**config.mk**
```make
export PLATFORM = sky130hd
export DESIGN_NAME = xrp_rx_out
export DESIGN_NICKNAME = d
export VERILOG_FILES = /design/src/xrp_pkg.sv /design/src/xrp_lane.sv /design/src/xrp_rx_out.sv
export SDC_FILE = /design/constraint.sdc
export NUM_CORES = 1
export LEC_CHECK = 0
export BUFFER_PORTS_ARGS = -buffer_cell sky130_fd_sc_hd__buf_2
export CORE_AREA = 2 2 100 102
export CTS_BUF_LIST = sky130_fd_sc_hd__clkbuf_2
export DETAILED_ROUTE_END_ITERATION = 10
export DIE_AREA = 0 0 102 104
export PLACE_DENSITY = 0.65
export SYNTH_ARGS = -nofsm -noshare
export SYNTH_HDL_FRONTEND = slang
export SYNTH_HIERARCHICAL = 1
export SYNTH_SLANG_ARGS = --single-unit
```
**constraint.sdc**
```tcl
create_clock -name mclk_i -period 6.2 [get_ports mclk_i]
set_input_delay 0.93 -clock mclk_i [delete_from_list [all_inputs] [get_ports mclk_i]]
set_output_delay 0.93 -clock mclk_i [all_outputs]
set_load 0.005 [all_outputs]
```
**src/xrp_pkg.sv**
```systemverilog
// shared constants for the receive parallel output block
package xrp_pkg;
  // ----------------------------------------------------------------
  // lane structure
  // ----------------------------------------------------------------
  localparam int LANES = 4;
  localparam int DATA_W = 8;
  localparam int BUS_W = 10;
  localparam int FLAG_K_BIT = 8;
  localparam int FLAG_ERR_BIT = 9;
  // ----------------------------------------------------------------
  // timing
  // ----------------------------------------------------------------
  localparam int MCLK_PERIOD_NS = 40;
  localparam int RX_HALF_NS = 160;
  localparam int RX_HALF_CYC = (RX_HALF_NS / MCLK_PERIOD_NS) < 2 ? 2 :
                               (RX_HALF_NS / MCLK_PERIOD_NS);
  localparam int RX_MID_CYC = RX_HALF_CYC / 2;
  localparam int CNT_W = 8;
  // reset phase of each lane's own recovered clock divider
  localparam logic [CNT_W-1:0] LANE_PHASE [LANES] = '{8'h00, 8'h01, 8'h02, 8'h03};
  // ----------------------------------------------------------------
  // reset values
  // ----------------------------------------------------------------
  localparam logic [BUS_W-1:0] BUS_RST = 10'h000;
  localparam logic RX_CLK_RST = 1'b0;
endpackage

```
**src/xrp_lane.sv**
```systemverilog
// one lane's ten-bit receive output word
`timescale 1ns/100ps
module xrp_lane
  import xrp_pkg::*;
(
  // clock and reset
  input wire logic mclk_i,
  input wire logic rst_b_i,
  // control
  input wire logic upd_i,
  input wire logic code_en_i,
  // word from decoder
  input wire logic [xrp_pkg::BUS_W-1:0] code_grp_i,
  input wire logic [xrp_pkg::DATA_W-1:0] dec_data_i,
  input wire logic k_i,
  input wire logic err_i,
  // output
  output logic [xrp_pkg::BUS_W-1:0] bus_o
);
  import xrp_pkg::*;

  always_ff @(posedge mclk_i) begin
    if (!rst_b_i) begin
      bus_o <= BUS_RST;
    end else if (upd_i) begin
      if (code_en_i) begin
        // decoded word carries its own flags
        bus_o <= {err_i, k_i, dec_data_i};
      end else begin
        bus_o <= code_grp_i;
      end
    end
  end
endmodule

```
**src/xrp_rx_out.sv**
```systemverilog
// receive parallel output: four DDR lanes with source clocks
// ----------------------------------------------------------------
// ----------------------------------------------------------------
`timescale 1ns/100ps
module xrp_rx_out
  import xrp_pkg::*;
(
  // clock and reset
  input wire logic mclk_i,
  input wire logic rst_b_i,
  // mode pins, asynchronous
  input wire logic shared_clock_select_i,
  input wire logic code_enable_i,
  // decoded words per lane, same clock
  input wire logic [xrp_pkg::LANES-1:0][xrp_pkg::BUS_W-1:0] code_grp_i,
  input wire logic [xrp_pkg::LANES-1:0][xrp_pkg::DATA_W-1:0] dec_data_i,
  input wire logic [xrp_pkg::LANES-1:0] k_char_i,
  input wire logic [xrp_pkg::LANES-1:0] dec_err_i,
  output logic [xrp_pkg::LANES-1:0] word_taken_o,
  // receive buses
  output logic [xrp_pkg::BUS_W-1:0] rx_lane_a_bus_o,
  output logic [xrp_pkg::BUS_W-1:0] rx_lane_b_bus_o,
  output logic [xrp_pkg::BUS_W-1:0] rx_lane_c_bus_o,
  output logic [xrp_pkg::BUS_W-1:0] rx_lane_d_bus_o,
  // receive clocks
  output logic rx_clock_lane_a_o,
  output logic rx_clock_lane_b_o,
  output logic rx_clock_lane_c_o,
  output logic rx_clock_lane_d_o
);
  import xrp_pkg::*;

  localparam int HALF = RX_HALF_CYC;
  localparam int MID = RX_MID_CYC;
  // outputs show a clock edge two cycles after cnt 0; the bus moves MID cycles, a quarter period, after that
  localparam int UPD_AT = (MID + 1) % HALF;

  // ----------------------------------------------------------------
  // pin synchronisers
  // ----------------------------------------------------------------
  logic share_meta;
  logic share_q;
  logic code_meta;
  logic code_q;

  always_ff @(posedge mclk_i) begin
    if (!rst_b_i) begin
      share_meta <= 1'b0;
      share_q <= 1'b0;
    end else begin
      share_meta <= shared_clock_select_i;
      share_q <= share_meta;
    end
  end

  always_ff @(posedge mclk_i) begin
    if (!rst_b_i) begin
      code_meta <= 1'b0;
      code_q <= 1'b0;
    end else begin
      code_meta <= code_enable_i;
      code_q <= code_meta;
    end
  end

  // strobes stay quiet through reset, so no word is taken from reset-time inputs
  logic live;

  always_ff @(posedge mclk_i) begin
    if (!rst_b_i) begin
      live <= 1'b0;
    end else begin
      live <= 1'b1;
    end
  end

  // ----------------------------------------------------------------
  // sharing settle tracker, read by the checks only
  // ----------------------------------------------------------------
  // a lane that swaps clocks sees one or two short or long half periods
  logic share_d;
  logic [CNT_W-1:0] share_age;
  logic share_steady;

  always_ff @(posedge mclk_i) begin
    if (!rst_b_i) begin
      share_d <= 1'b0;
      share_age <= '0;
    end else begin
      share_d <= share_q;
      if (share_q != share_d) begin
        share_age <= '0;
      end else if (share_age != CNT_W'(2 * HALF)) begin
        share_age <= share_age + CNT_W'(1);
      end
    end
  end

  assign share_steady = (share_q == share_d) && (share_age == CNT_W'(2 * HALF));

  // ----------------------------------------------------------------
  // per-lane clock dividers and output stage
  // ----------------------------------------------------------------
  logic [LANES-1:0] own_clk;
  logic [LANES-1:0] own_tgl;
  logic [LANES-1:0] own_upd;
  logic [LANES-1:0] sel_upd;
  logic [LANES-1:0] next_rx_clk;
  logic [LANES-1:0] rx_clk;
  logic [LANES-1:0][BUS_W-1:0] lane_bus;
  logic [LANES-1:0][CNT_W-1:0] cnt;

  genvar l;
  generate
    for (l = 0; l < LANES; l++) begin : g_lane
      assign own_tgl[l] = (cnt[l] == CNT_W'(0));
      // data moves mid-way between clock edges, so both edges see it settled
      assign own_upd[l] = live && (cnt[l] == CNT_W'(UPD_AT));

      always_ff @(posedge mclk_i) begin
        if (!rst_b_i) begin
          cnt[l] <= LANE_PHASE[l];
        end else if (cnt[l] == CNT_W'(HALF - 1)) begin
          cnt[l] <= CNT_W'(0);
        end else begin
          cnt[l] <= cnt[l] + CNT_W'(1);
        end
      end

      always_ff @(posedge mclk_i) begin
        if (!rst_b_i) begin
          own_clk[l] <= RX_CLK_RST;
        end else if (own_tgl[l]) begin
          own_clk[l] <= ~own_clk[l];
        end
      end

      if (l == 0) begin : g_a
        assign sel_upd[l] = own_upd[0];
        assign next_rx_clk[l] = own_clk[0];
      end else begin : g_bcd
        // data, flag and error bits all ride on the same strobe
        assign sel_upd[l] = share_q ? own_upd[0] : own_upd[l];
        assign next_rx_clk[l] = share_q ? own_clk[0] : own_clk[l];
      end

      always_ff @(posedge mclk_i) begin
        if (!rst_b_i) begin
          rx_clk[l] <= RX_CLK_RST;
        end else begin
          rx_clk[l] <= next_rx_clk[l];
        end
      end

      always_ff @(posedge mclk_i) begin
        if (!rst_b_i) begin
          word_taken_o[l] <= 1'b0;
        end else begin
          word_taken_o[l] <= sel_upd[l];
        end
      end

      xrp_lane u_lane (
        .mclk_i(mclk_i),
        .rst_b_i(rst_b_i),
        .upd_i(sel_upd[l]),
        .code_en_i(code_q),
        .code_grp_i(code_grp_i[l]),
        .dec_data_i(dec_data_i[l]),
        .k_i(k_char_i[l]),
        .err_i(dec_err_i[l]),
        .bus_o(lane_bus[l])
      );

    end
  endgenerate

  // ----------------------------------------------------------------
  // output mapping
  // ----------------------------------------------------------------
  assign rx_lane_a_bus_o = lane_bus[0];
  assign rx_lane_b_bus_o = lane_bus[1];
  assign rx_lane_c_bus_o = lane_bus[2];
  assign rx_lane_d_bus_o = lane_bus[3];
  assign rx_clock_lane_a_o = rx_clk[0];
  assign rx_clock_lane_b_o = rx_clk[1];
  assign rx_clock_lane_c_o = rx_clk[2];
  assign rx_clock_lane_d_o = rx_clk[3];
endmodule

```
# Yosys cells after proc, flatten, opt, wreduce, memory -nomap -nowiden
# Index checks and enable logic that the tools add are counted.
# word_totals
ff_bits	89
mem_count	0
latch_bits	0
rom_bits	0
ram_bits	0
# op_classes
n_eq_ne	4
n_bitwise	5
reduce_logical	12
div	0
add_sub_neg	4
n_mul	0
muxes	14
n_lt_le_gt_ge	0
n_shift	0
# ops
op	count
two-way mux 10 bit	4
adder 8 x 1 -> 8 bit, second input constant	4
equality test 8 x 2 -> 1 bit, second input constant	4
logical NOT 8 bit	4
two-way mux 1 bit	8
OR reduction 2 bit	4
inverter 1 bit	5
logical AND 1 bit	4
two-way mux 2 bit	2

# Logic depth before layout (Yosys ltp)
# Gate-level depths: netlist (run 1).
# logic_depth
ltp_word	3
ltp_mapped	7
mapped_depth_nobuf	6

# Modules after synthesis
# Netlist (run 1), hierarchy kept.
# by_module_without_submodules
mod	cells_per_inst	seq_area_each_um2	area_each_um2	instances
xrp_rx_out	227	980.9	2028.2	1
xrp_lane	43	200.2	420.4	4

# Worst setup path before layout (run 1)
# OpenSTA, ideal clock, no wires.
# synth_path
path_type	flip-flop to flip-flop
from	register cnt[27] in the netlist's numbering
to	register g_lane[3].u_lane/bus_o[0] in the netlist's numbering
path_stages_with_launch	6
n_path_buf	1
arrival_time_ns	1.933
path_slack_ns	4.134
required_ns	6.067
path_cell_list	dfxtp_1 -> or4_4 -> or4b_4 -> a21oi_1 -> clkbuf_1 -> a21oi_1
# synth_between
elab_chain_cells	3
# synth_rtl
element	line_no	text
start, declared	xrp_rx_out.sv:111	logic [LANES-1:0][CNT_W-1:0] cnt;
start signal, assigned by index	xrp_rx_out.sv:122	cnt[l] <= LANE_PHASE[l];
start signal, assigned by index	xrp_rx_out.sv:126	cnt[l] <= cnt[l] + CNT_W'(1);
equality test 8 x 2 -> 1 bit	xrp_rx_out.sv:118	assign own_upd[l] = live && (cnt[l] == CNT_W'(UPD_AT));
logical AND 1 bit	xrp_rx_out.sv:118	
two-way mux 1 bit	xrp_rx_out.sv:143	assign sel_upd[l] = share_q ? own_upd[0] : own_upd[l];
net sel_upd[3]	xrp_rx_out.sv:107	logic [LANES-1:0] sel_upd;
end signal, assigned	xrp_lane.sv:28	bus_o <= {err_i, k_i, dec_data_i};
end signal, assigned	xrp_lane.sv:30	bus_o <= code_grp_i;
end, declared	xrp_lane.sv:18	output logic [xrp_pkg::BUS_W-1:0] bus_o
# The timed path passes the listed nets, and every way through them passes these cells.
# A chain may end at the register's enable or synchronous reset.

# Worst setup path after layout (run 1)
# layout_path
from	register cnt[27] in the netlist's numbering
to	register g_lane[3].u_lane/bus_o[9] in the netlist's numbering
# Same word-level chain as after synthesis.

==> results.json, run 1 <==
{
  "place.gp.congestion": 0.864,
  "cap_violations": 0,
  "drc_errors": 0,
  "endpoint_kind": "flop",
  "p_leak_nw": 1.99,
  "period_share": 0.472,
  "drt_iter0_drc": 116,
  "layout.nets": 620,
  "cp_slowest_cell": "a21oi_1",
  "die_area_sq_mm": 0.0106,
  "port_buffers": 131,
  "fmax_mhz": 341,
  "cts_max_path_buffers": 2,
  "area_growth_pct": 23.4,
  "routed_wl_microns": 8610,
  "synth_cell_types": 31,
  "crit_type": "flop to flop",
  "yosys.cell_count.top_type": "dfxtp_1",
  "yosysWarnings": 6,
  "slew_viol_final": 0,
  "syn_area_sq_mm": 0.00371,
  "min_path_type": "flop to flop",
  "synth_edf_count": 0,
  "cts_tree": "done",
  "htree_levels": 3,
  "clock_sinks": 89,
  "grtUsageTotal": 0.158,
  "synthCells": 399,
  "status": "complete, no violations",
  "post_cts_buffers": 0,
  "skew_ns": 0.0292,
  "async_flop_share": 0,
  "slew_headroom": 0.200,
  "ant_nets": 0,
  "clk_latency_ns": 0.52,
  "ys_top_cells_by_count": "dfxtp_1 (89), a21oi_1 (65), o21ai_0 (53)",
  "layout-drive-gt1-share": 0.288,
  "antenna_found_initial": 0,
  "die_h_microns": 104,
  "grt_pass1_vias": 3144,
  "initial_core_util": 0.388,
  "finalHoldViolCount": 0,
  "setup_viol": 0,
  "numCtsBuffers": 9,
  "max_stage_delay_ns": 0.95,
  "io_pins": 132,
  "synth_ff_type": "dfxtp_1",
  "fp.dieW_microns": 102,
  "ir_drop_uv": 96.1,
  "row_count": 36,
  "ys_ff_latch": 89,
  "synth_nets": 491,
  "setup_tns_ns": 0,
  "synth.yosys.seq_area_share": 0.480,
  "clk_pin_slew_ns": 0.22,
  "grt_pass1_wl_microns": 13700,
  "wl_per_cell_microns": 13.0,
  "fin_crit_ns": 2.93,
  "cts-resized-gates": 0,
  "p_total_mw": 1.11,
  "rsz0062_at_grt": "false",
  "dr.pass1.iters": 4,
  "path_max_fanout": 20,
  "antenna_cells": 0,
  "hpwl_microns": 6240,
  "coreArea_sq_mm": 0.00955,
  "start_kind": "flop",
  "path_cells": "or4_4 > or4b_4 > a21oi_1 > o21ai_0 > a21oi_1",
  "num_vias": 3293,
  "viasPerCell": 4.96,
  "ctsHoldBuffers": 0,
  "synth.avg_cell_area_sq_um": 9.30,
  "p_per_area_mw_per_mm2": 243,
  "synth.area.top_cells": "dfxtp_1 (48%), mux2i_1 (12%), a21oi_1 (8.8%)",
  "cp.required_ns": 6.66,
  "cts-root-buf": "clkbuf_2",
  "synth_top_area_frac": 0.480,
  "postPlaceCellArea_sq_mm": 0.00445,
  "final_area_sq_mm": 0.00458,
  "grt_max_degree": 62,
  "overflow": 0,
  "worstMarginPinSlew_ns": 1.20,
  "arrival_ns": 3.39,
  "crit_path_frequent_cell": "a21oi_1",
  "synth_top_area_cell": "dfxtp_1"
}
-- cells by family after synthesis --
group / share of synthesized area
fa+ha+maj: 0.0270
buf+inv: 0.0398
xor+xnor: 0.0189
mux: 0.119
compound gates: 0.180
simple gates: 0.135
flops: 0.480
-- through the flow --
step / worst slack [ns] / util / instances / hold WS (ns)
after floorplan: 4.13 / - / 399 / 0.412
after global placement: 3.49 / 0.466 / 649 / 0.417
after detailed placement: 3.36 / 0.466 / 649 / 0.423
after CTS: 3.30 / 0.479 / 663 / 0.474
after global routing: 2.98 / 0.479 / 664 / 0.492
final: 3.27 / 0.479 / 664 / 0.468
-- cell usage in the layout (no fill, tap or decap), types with 4 or more instances in the layout --
cell type and n:
dfxtp_1 88, nand4_1 5, inv_1 14, nand3_1 20, ha_1 8, xor2_1 8, or3_1 12, nor4_1 4
nand2_1 13, buf_2 131, nor2_1 17, clkbuf_2 9, mux2i_1 43, and2_1 5, o21ai_0 53, nand2b_1 9
a21oi_1 65
-- layer usage --
metal  GRT usage  wire length [microns]
met5           0                      0
met4      0.0676                    155
met3      0.0302                    553
met2       0.270                   3890
met1       0.189                   4010
-- sequential cells by signal (all words and copies together), names as in the netlist --
register / flops
code_meta: 1
cnt: 32
share_q: 1
own_clk: 3
rx_clock_lane_b_o: 1
code_q: 1
share_meta: 1
live: 1
rx_clock_lane_a_o: 1
rx_clock_lane_d_o: 1
rx_clock_lane_c_o: 1
word_taken_o: 4
g_lane.u_lane/bus_o: 40
next_rx_clk: 1
-- where the power goes --
part	internal (mW)	leakage (nW)	switching, mW	total (mW)
logic	0.0830	1.19	0.0821	0.165
clock network	0.126	0.0727	0.177	0.303
registers	0.613	0.726	0.0300	0.643
-- area by class of cell --
| type | instances | area (sq um) |
|---|---|---|
| multi-input cells | 280 | 1780 |
| well taps | 133 | 166 |
| repair buffers | 134 | 678 |
| fillers | 948 | 4970 |
| inverters | 14 | 52.6 |
| flip-flops and latches | 89 | 1780 |
| clock inverters | 5 | 72.6 |
| clock buffers | 9 | 45.0 |
-- critical path: cells and delay by family (launching register included) --
kind             cells  cell delay [ns]
AND/OR/NAND/NOR      2             1.11
flip-flops           1             0.40
AO/OA/AOI/OAI        3             1.36
-- worst paths after layout --
check                           startpoint                   endpoint  slack, ns  cells after the start
worst max register to register     cnt[27]  g_lane[3].u_lane/bus_o[9]       3.27                      5
worst min register to register   code_meta                     code_q       0.47                      1
worst max-delay path               cnt[27]  g_lane[3].u_lane/bus_o[9]       3.27                      5
worst min-delay path             code_meta                     code_q       0.47                      1
(Power assumes the default switching activity.)
==> run 2, diff against run 1 <==
Settings changed: PLACE_DENSITY 0.65 to 0.68.
Clock period 6.2 ns to 2.6 ns, I/O delays scaled along.
==> results.json, run 2 (same netlist as run 1, synthesis figures left out) <==
{
  "status": "complete, no violations",
  "p_leak_nw": 2.03,
  "die_area_sq_mm": 0.0106,
  "antenna_cells": 0,
  "row_count": 36,
  "cts_max_path_buffers": 2,
  "regMostFlops": "g_lane.u_lane/bus_o",
  "htree_levels": 3,
  "final_common_cell": "buf_2",
  "rsz0062_at_grt": "false",
  "clk_pin_slew_ns": 0.24,
  "skew_ns": 0.0343,
  "ir_drop_uv": 303,
  "grtUsageTotal": 0.157,
  "largest_register_ffs": 40,
  "layout_common_cells": "buf_2 (131), dfxtp_1 (88), a21oi_1 (65)",
  "viasPerCell": 4.92,
  "cts-root-buf": "clkbuf_2",
  "drt_iter0_drc": 82,
  "initial_core_util": 0.388,
  "hpwl_microns": 6350,
  "fin_crit_ns": 2.22,
  "cts_tree": "done",
  "dr.pass1.iters": 4,
  "ctsHoldBuffers": 1,
  "layout.nets": 627,
  "grt_max_degree": 37,
  "setup_tns_ns": 0,
  "layout-drive-gt1-share": 0.302,
  "crit_buf_inv": 1,
  "endpoint_kind": "flop",
  "drc_errors": 0,
  "num_vias": 3308,
  "numCtsBuffers": 9,
  "overflow": 0,
  "period_share": 0.854,
  "start_kind": "flop",
  "cp.required_ns": 3.09,
  "ant_nets": 0,
  "die_h_microns": 104,
  "reg2reg_to": "g_lane[3].u_lane/bus_o[5]",
  "hold-path-cell-count": 2,
  "routed_wl_microns": 8530,
  "setup_viol": 0,
  "clk_latency_ns": 0.54,
  "hold_path_startpoint": "code_enable_i",
  "worstMarginPinSlew_ns": 0.676,
  "slew_viol_final": 0,
  "max_stage_delay_ns": 0.57,
  "crit_type": "flop to flop",
  "antenna_found_initial": 0,
  "crit_path_frequent_cell": "a21oi_1",
  "cpLargestDelayFamily": "simple AND/OR/NAND/NOR gates",
  "fmax_mhz": 450,
  "io_pins": 132,
  "rr_worst_depth": 6,
  "grt_pass1_vias": 3096,
  "timing.reg2reg.setup_slack_ns": 0.38,
  "cap_violations": 0,
  "coreArea_sq_mm": 0.00955,
  "p_total_mw": 2.73,
  "clock_sinks": 89,
  "post_cts_buffers": 0,
  "arrival_ns": 2.71,
  "min_path_type": "primary input to flop",
  "area_growth_pct": 26.0,
  "slew_headroom": 0.549,
  "timing.rr.start": "cnt[27]",
  "cp_slowest_cell": "or4_4",
  "p_per_area_mw_per_mm2": 585,
  "wl_per_cell_microns": 12.7,
  "place.gp.congestion": 0.784,
  "path_cells": "or4_4 > or4b_4 > a21oi_1 > buf_4 > o21ai_0 > a21oi_1",
  "fp.dieW_microns": 102,
  "grt_pass1_wl_microns": 13500,
  "reg_top3": "g_lane.u_lane/bus_o: 40 flops, cnt: 32 flops, word_taken_o: 4 flops",
  "holdPathEnd": "code_meta",
  "finalHoldViolCount": 0,
  "path_max_fanout": 20,
  "cts-resized-gates": 0,
  "port_buffers": 131
}
==> run 2: final cells by class <==
cell class,instances,area [sq um]
timing repair buffer,141,746
sequential,89,1780
multi-input combinational,280,1780
inverter,14,52.6
fill,899,4880
clock inverter,7,100
tap,133,166
clock buffer,9,45.0
==> run 2: how the worst max path moves through the flow <==
stage | startpoint | endpoint | slack, ns | cells after the start
6_report | cnt[27] | g_lane[3].u_lane/bus_o[5] | 0.38 | 6
5_1_grt | cnt[27] | g_lane[3].u_lane/bus_o[9] | 0.22 | 6
4_1_cts | cnt[27] | g_lane[3].u_lane/bus_o[6] | 0.38 | 6
3_5_place_dp | cnt[26] | g_lane[3].u_lane/bus_o[6] | 0.41 | 6
3_3_place_gp | cnt[26] | g_lane[3].u_lane/bus_o[6] | 0.51 | 6
2_1_floorplan | cnt[27] | g_lane[3].u_lane/bus_o[0] | 0.53 | 5
==> run 2: metrics by stage <==
step | hold WS [ns] | instance area [sq um] | cells | utilization | worst slack (ns)
6_report | 0.0720 | 4670 | 673 | 0.489 | 0.380
5_1_grt | 0.0375 | 4670 | 673 | 0.489 | 0.225
4_1_cts | 0.0289 | 4670 | 673 | 0.489 | 0.376
3_5_place_dp | 0.418 | 4520 | 656 | 0.473 | 0.406
3_3_place_gp | 0.415 | 4520 | 656 | 0.473 | 0.513
2_1_floorplan | 0.412 | 3710 | 399 | - | 0.534
==> run 2: layer usage <==
| metal | GRT usage | part of all wire | vias up |
|---|---|---|---|
| met5 | 0 | 0 | - |
| met4 | 0.0600 | 0.017 | 0 |
| met3 | 0.0363 | 0.069 | 14 |
| met2 | 0.268 | 0.45 | 105 |
| met1 | 0.187 | 0.46 | 1481 |
| li1 | - | - | 1708 |
==> run 2: power by group <==
group | internal [mW] | leakage, nW | switching [mW]
Sequential | 1.46 | 0.726 | 0.0687
Clock | 0.323 | 0.0752 | 0.474
Combinational | 0.204 | 1.23 | 0.201
==> run 3, diff against run 2 <==
==> constraint.sdc (replaced) <==
create_clock -name mclk_i -period 1.9 [get_ports mclk_i]
set_input_delay 0.095 -clock mclk_i [delete_from_list [all_inputs] [get_ports mclk_i]]
set_output_delay 0.095 -clock mclk_i [all_outputs]
set_load 0.005 [all_outputs]
==> results.json, run 3 (same netlist as run 1, synthesis figures left out) <==
{
  "wl_per_cell_microns": 14.9,
  "status": "finished with violations",
  "clk_pin_slew_ns": 0.25,
  "crit_type": "flop to flop",
  "routed_wl_microns": 11600,
  "place.gp.congestion": 0.815,
  "grt_max_degree": 61,
  "viasPerCell": 5.07,
  "grt_pass1_vias": 3769,
  "antenna_found_initial": 0,
  "place_ws_ns": -0.0938,
  "crit_path_start": "cnt[26]",
  "finalHoldViolCount": 0,
  "cp_slowest_cell": "or4b_4",
  "fmax_mhz": 460,
  "clock_sinks": 89,
  "port_buffers": 131,
  "start_kind": "flop",
  "grt_pass1_wl_microns": 17600,
  "p_leak_nw": 2.48,
  "final_cells": 777,
  "arrival_ns": 2.65,
  "layout_common_cells": "buf_2 (131), dfxtp_1 (85), dlygate4sd3_1 (83)",
  "hpwl_microns": 6720,
  "initial_core_util": 0.388,
  "max_stage_delay_ns": 0.58,
  "setup_viol": 10,
  "largest_register_ffs": 40,
  "ir_drop_uv": 299,
  "area_growth_pct": 53.8,
  "min_path_type": "primary input to flop",
  "hold_path_startpoint": "shared_clock_select_i",
  "grtUsageTotal": 0.207,
  "overflow": 0,
  "path_cells": "or4_4 > or4b_4 > a21oi_4 > buf_6 > o21ai_1 > a21oi_1",
  "rr_worst_depth": 6,
  "dr.pass1.iters": 4,
  "skew_ns": 0.0620,
  "io_pins": 132,
  "p_per_area_mw_per_mm2": 659,
  "worstMarginPinSlew_ns": 0.574,
  "timing.reg2reg.setup_slack_ns": -0.28,
  "endpoint_kind": "flop",
  "cts-root-buf": "clkbuf_2",
  "path_depth": 6,
  "num_vias": 3939,
  "numCtsBuffers": 9,
  "cts_tree": "done",
  "ant_nets": 0,
  "timing.rr.start": "cnt[26]",
  "drc_errors": 0,
  "slew_headroom": 0.612,
  "final_common_cell": "buf_2",
  "fp.dieW_microns": 102,
  "drt_iter0_drc": 176,
  "htree_levels": 3,
  "rsz0062_at_grt": "true",
  "cap_violations": 0,
  "die_area_sq_mm": 0.0106,
  "layout.nets": 731,
  "period_share": 1.14,
  "dp_cells": 672,
  "cts_max_path_buffers": 2,
  "hold-path-cell-count": 3,
  "row_count": 36,
  "cpLargestDelayFamily": "simple AND/OR/NAND/NOR gates",
  "coreArea_sq_mm": 0.00955,
  "fin_crit_ns": 2.18,
  "crit_buf_inv": 1,
  "reg_top3": "g_lane.u_lane/bus_o: 40 flops, cnt: 32 flops, word_taken_o: 4 flops",
  "violations": "setup timing",
  "die_h_microns": 104,
  "cp.required_ns": 2.37,
  "layout-drive-gt1-share": 0.314,
  "clk_latency_ns": 0.54,
  "slew_viol_final": 0,
  "regMostFlops": "g_lane.u_lane/bus_o",
  "fin_ws_ns": -0.275,
  "path_max_fanout": 6,
  "setup_tns_ns": -1.72,
  "hold_ws_ns": 0.314,
  "antenna_cells": 0
}
==> run 3: cell count changes in the layout (fill, tap and decap cells not counted), sizes merged <==
| cell | delta |
|---|---|
| dlygate4sd3 | +82 |
| buf | +22 |
| bufinv | -2 |
| clkinv | +2 |
==> run 3: cell type report <==
cell class	count	area, sq um
Inverter	14	52.6
Sequential cell	89	1790
Tap cell	133	166
Clock buffer	9	45.0
Clock inverter	7	53.8
Multi-Input combinational cell	280	1850
Fill cell	816	3840
Timing Repair Buffer	245	1750
==> run 3: timing repair <==
action	CTS	global route
hold buffers	83	0
hold endpoints to repair	48	0
buffers inserted	1	4
resized for setup	4	28
setup endpoints to repair	10	30
cloned	0	1
pin swaps	0	7
==> run 3: worst paths after layout <==
check / end
setup / recovery: g_lane[3].u_lane/bus_o[7]
hold / removal: share_meta
setup reg to reg: g_lane[3].u_lane/bus_o[7]
hold reg to reg: share_q
==> run 3: worst register-to-register path, delay by kind of cell, from the launching register on <==
family	cells	cell delay [ns]
and+or+nand+nor	2	1.11
DFF	1	0.38
buffers and inverters	1	0.16
AOI/OAI and AO/OA	3	0.47
==> run 3: stage by stage <==
stage / instance area (sq um) / total power, mW / util
floorplan: 3720 / 2.43 / -
global placement: 4640 / 2.69 / 0.486
detailed placement: 4640 / 2.72 / 0.486
CTS: 5600 / 3.72 / 0.586
global route: 5700 / 3.98 / 0.597
finish: 5700 / 3.76 / 0.597
==> run 3: power by group <==
| group | switching [mW] | internal, mW |
|---|---|---|
| sequential | 0.0879 | 2.00 |
| combinational | 0.382 | 0.458 |
| clock | 0.650 | 0.180 |
==> run 3: metal layers <==
layer | vias up | GRT usage | part of all wire
li1 | 1906 | - | -
met1 | 1853 | 0.251 | 0.42
met2 | 150 | 0.347 | 0.47
met3 | 30 | 0.0477 | 0.074
met4 | 0 | 0.0886 | 0.030
met5 | - | 0 | 0
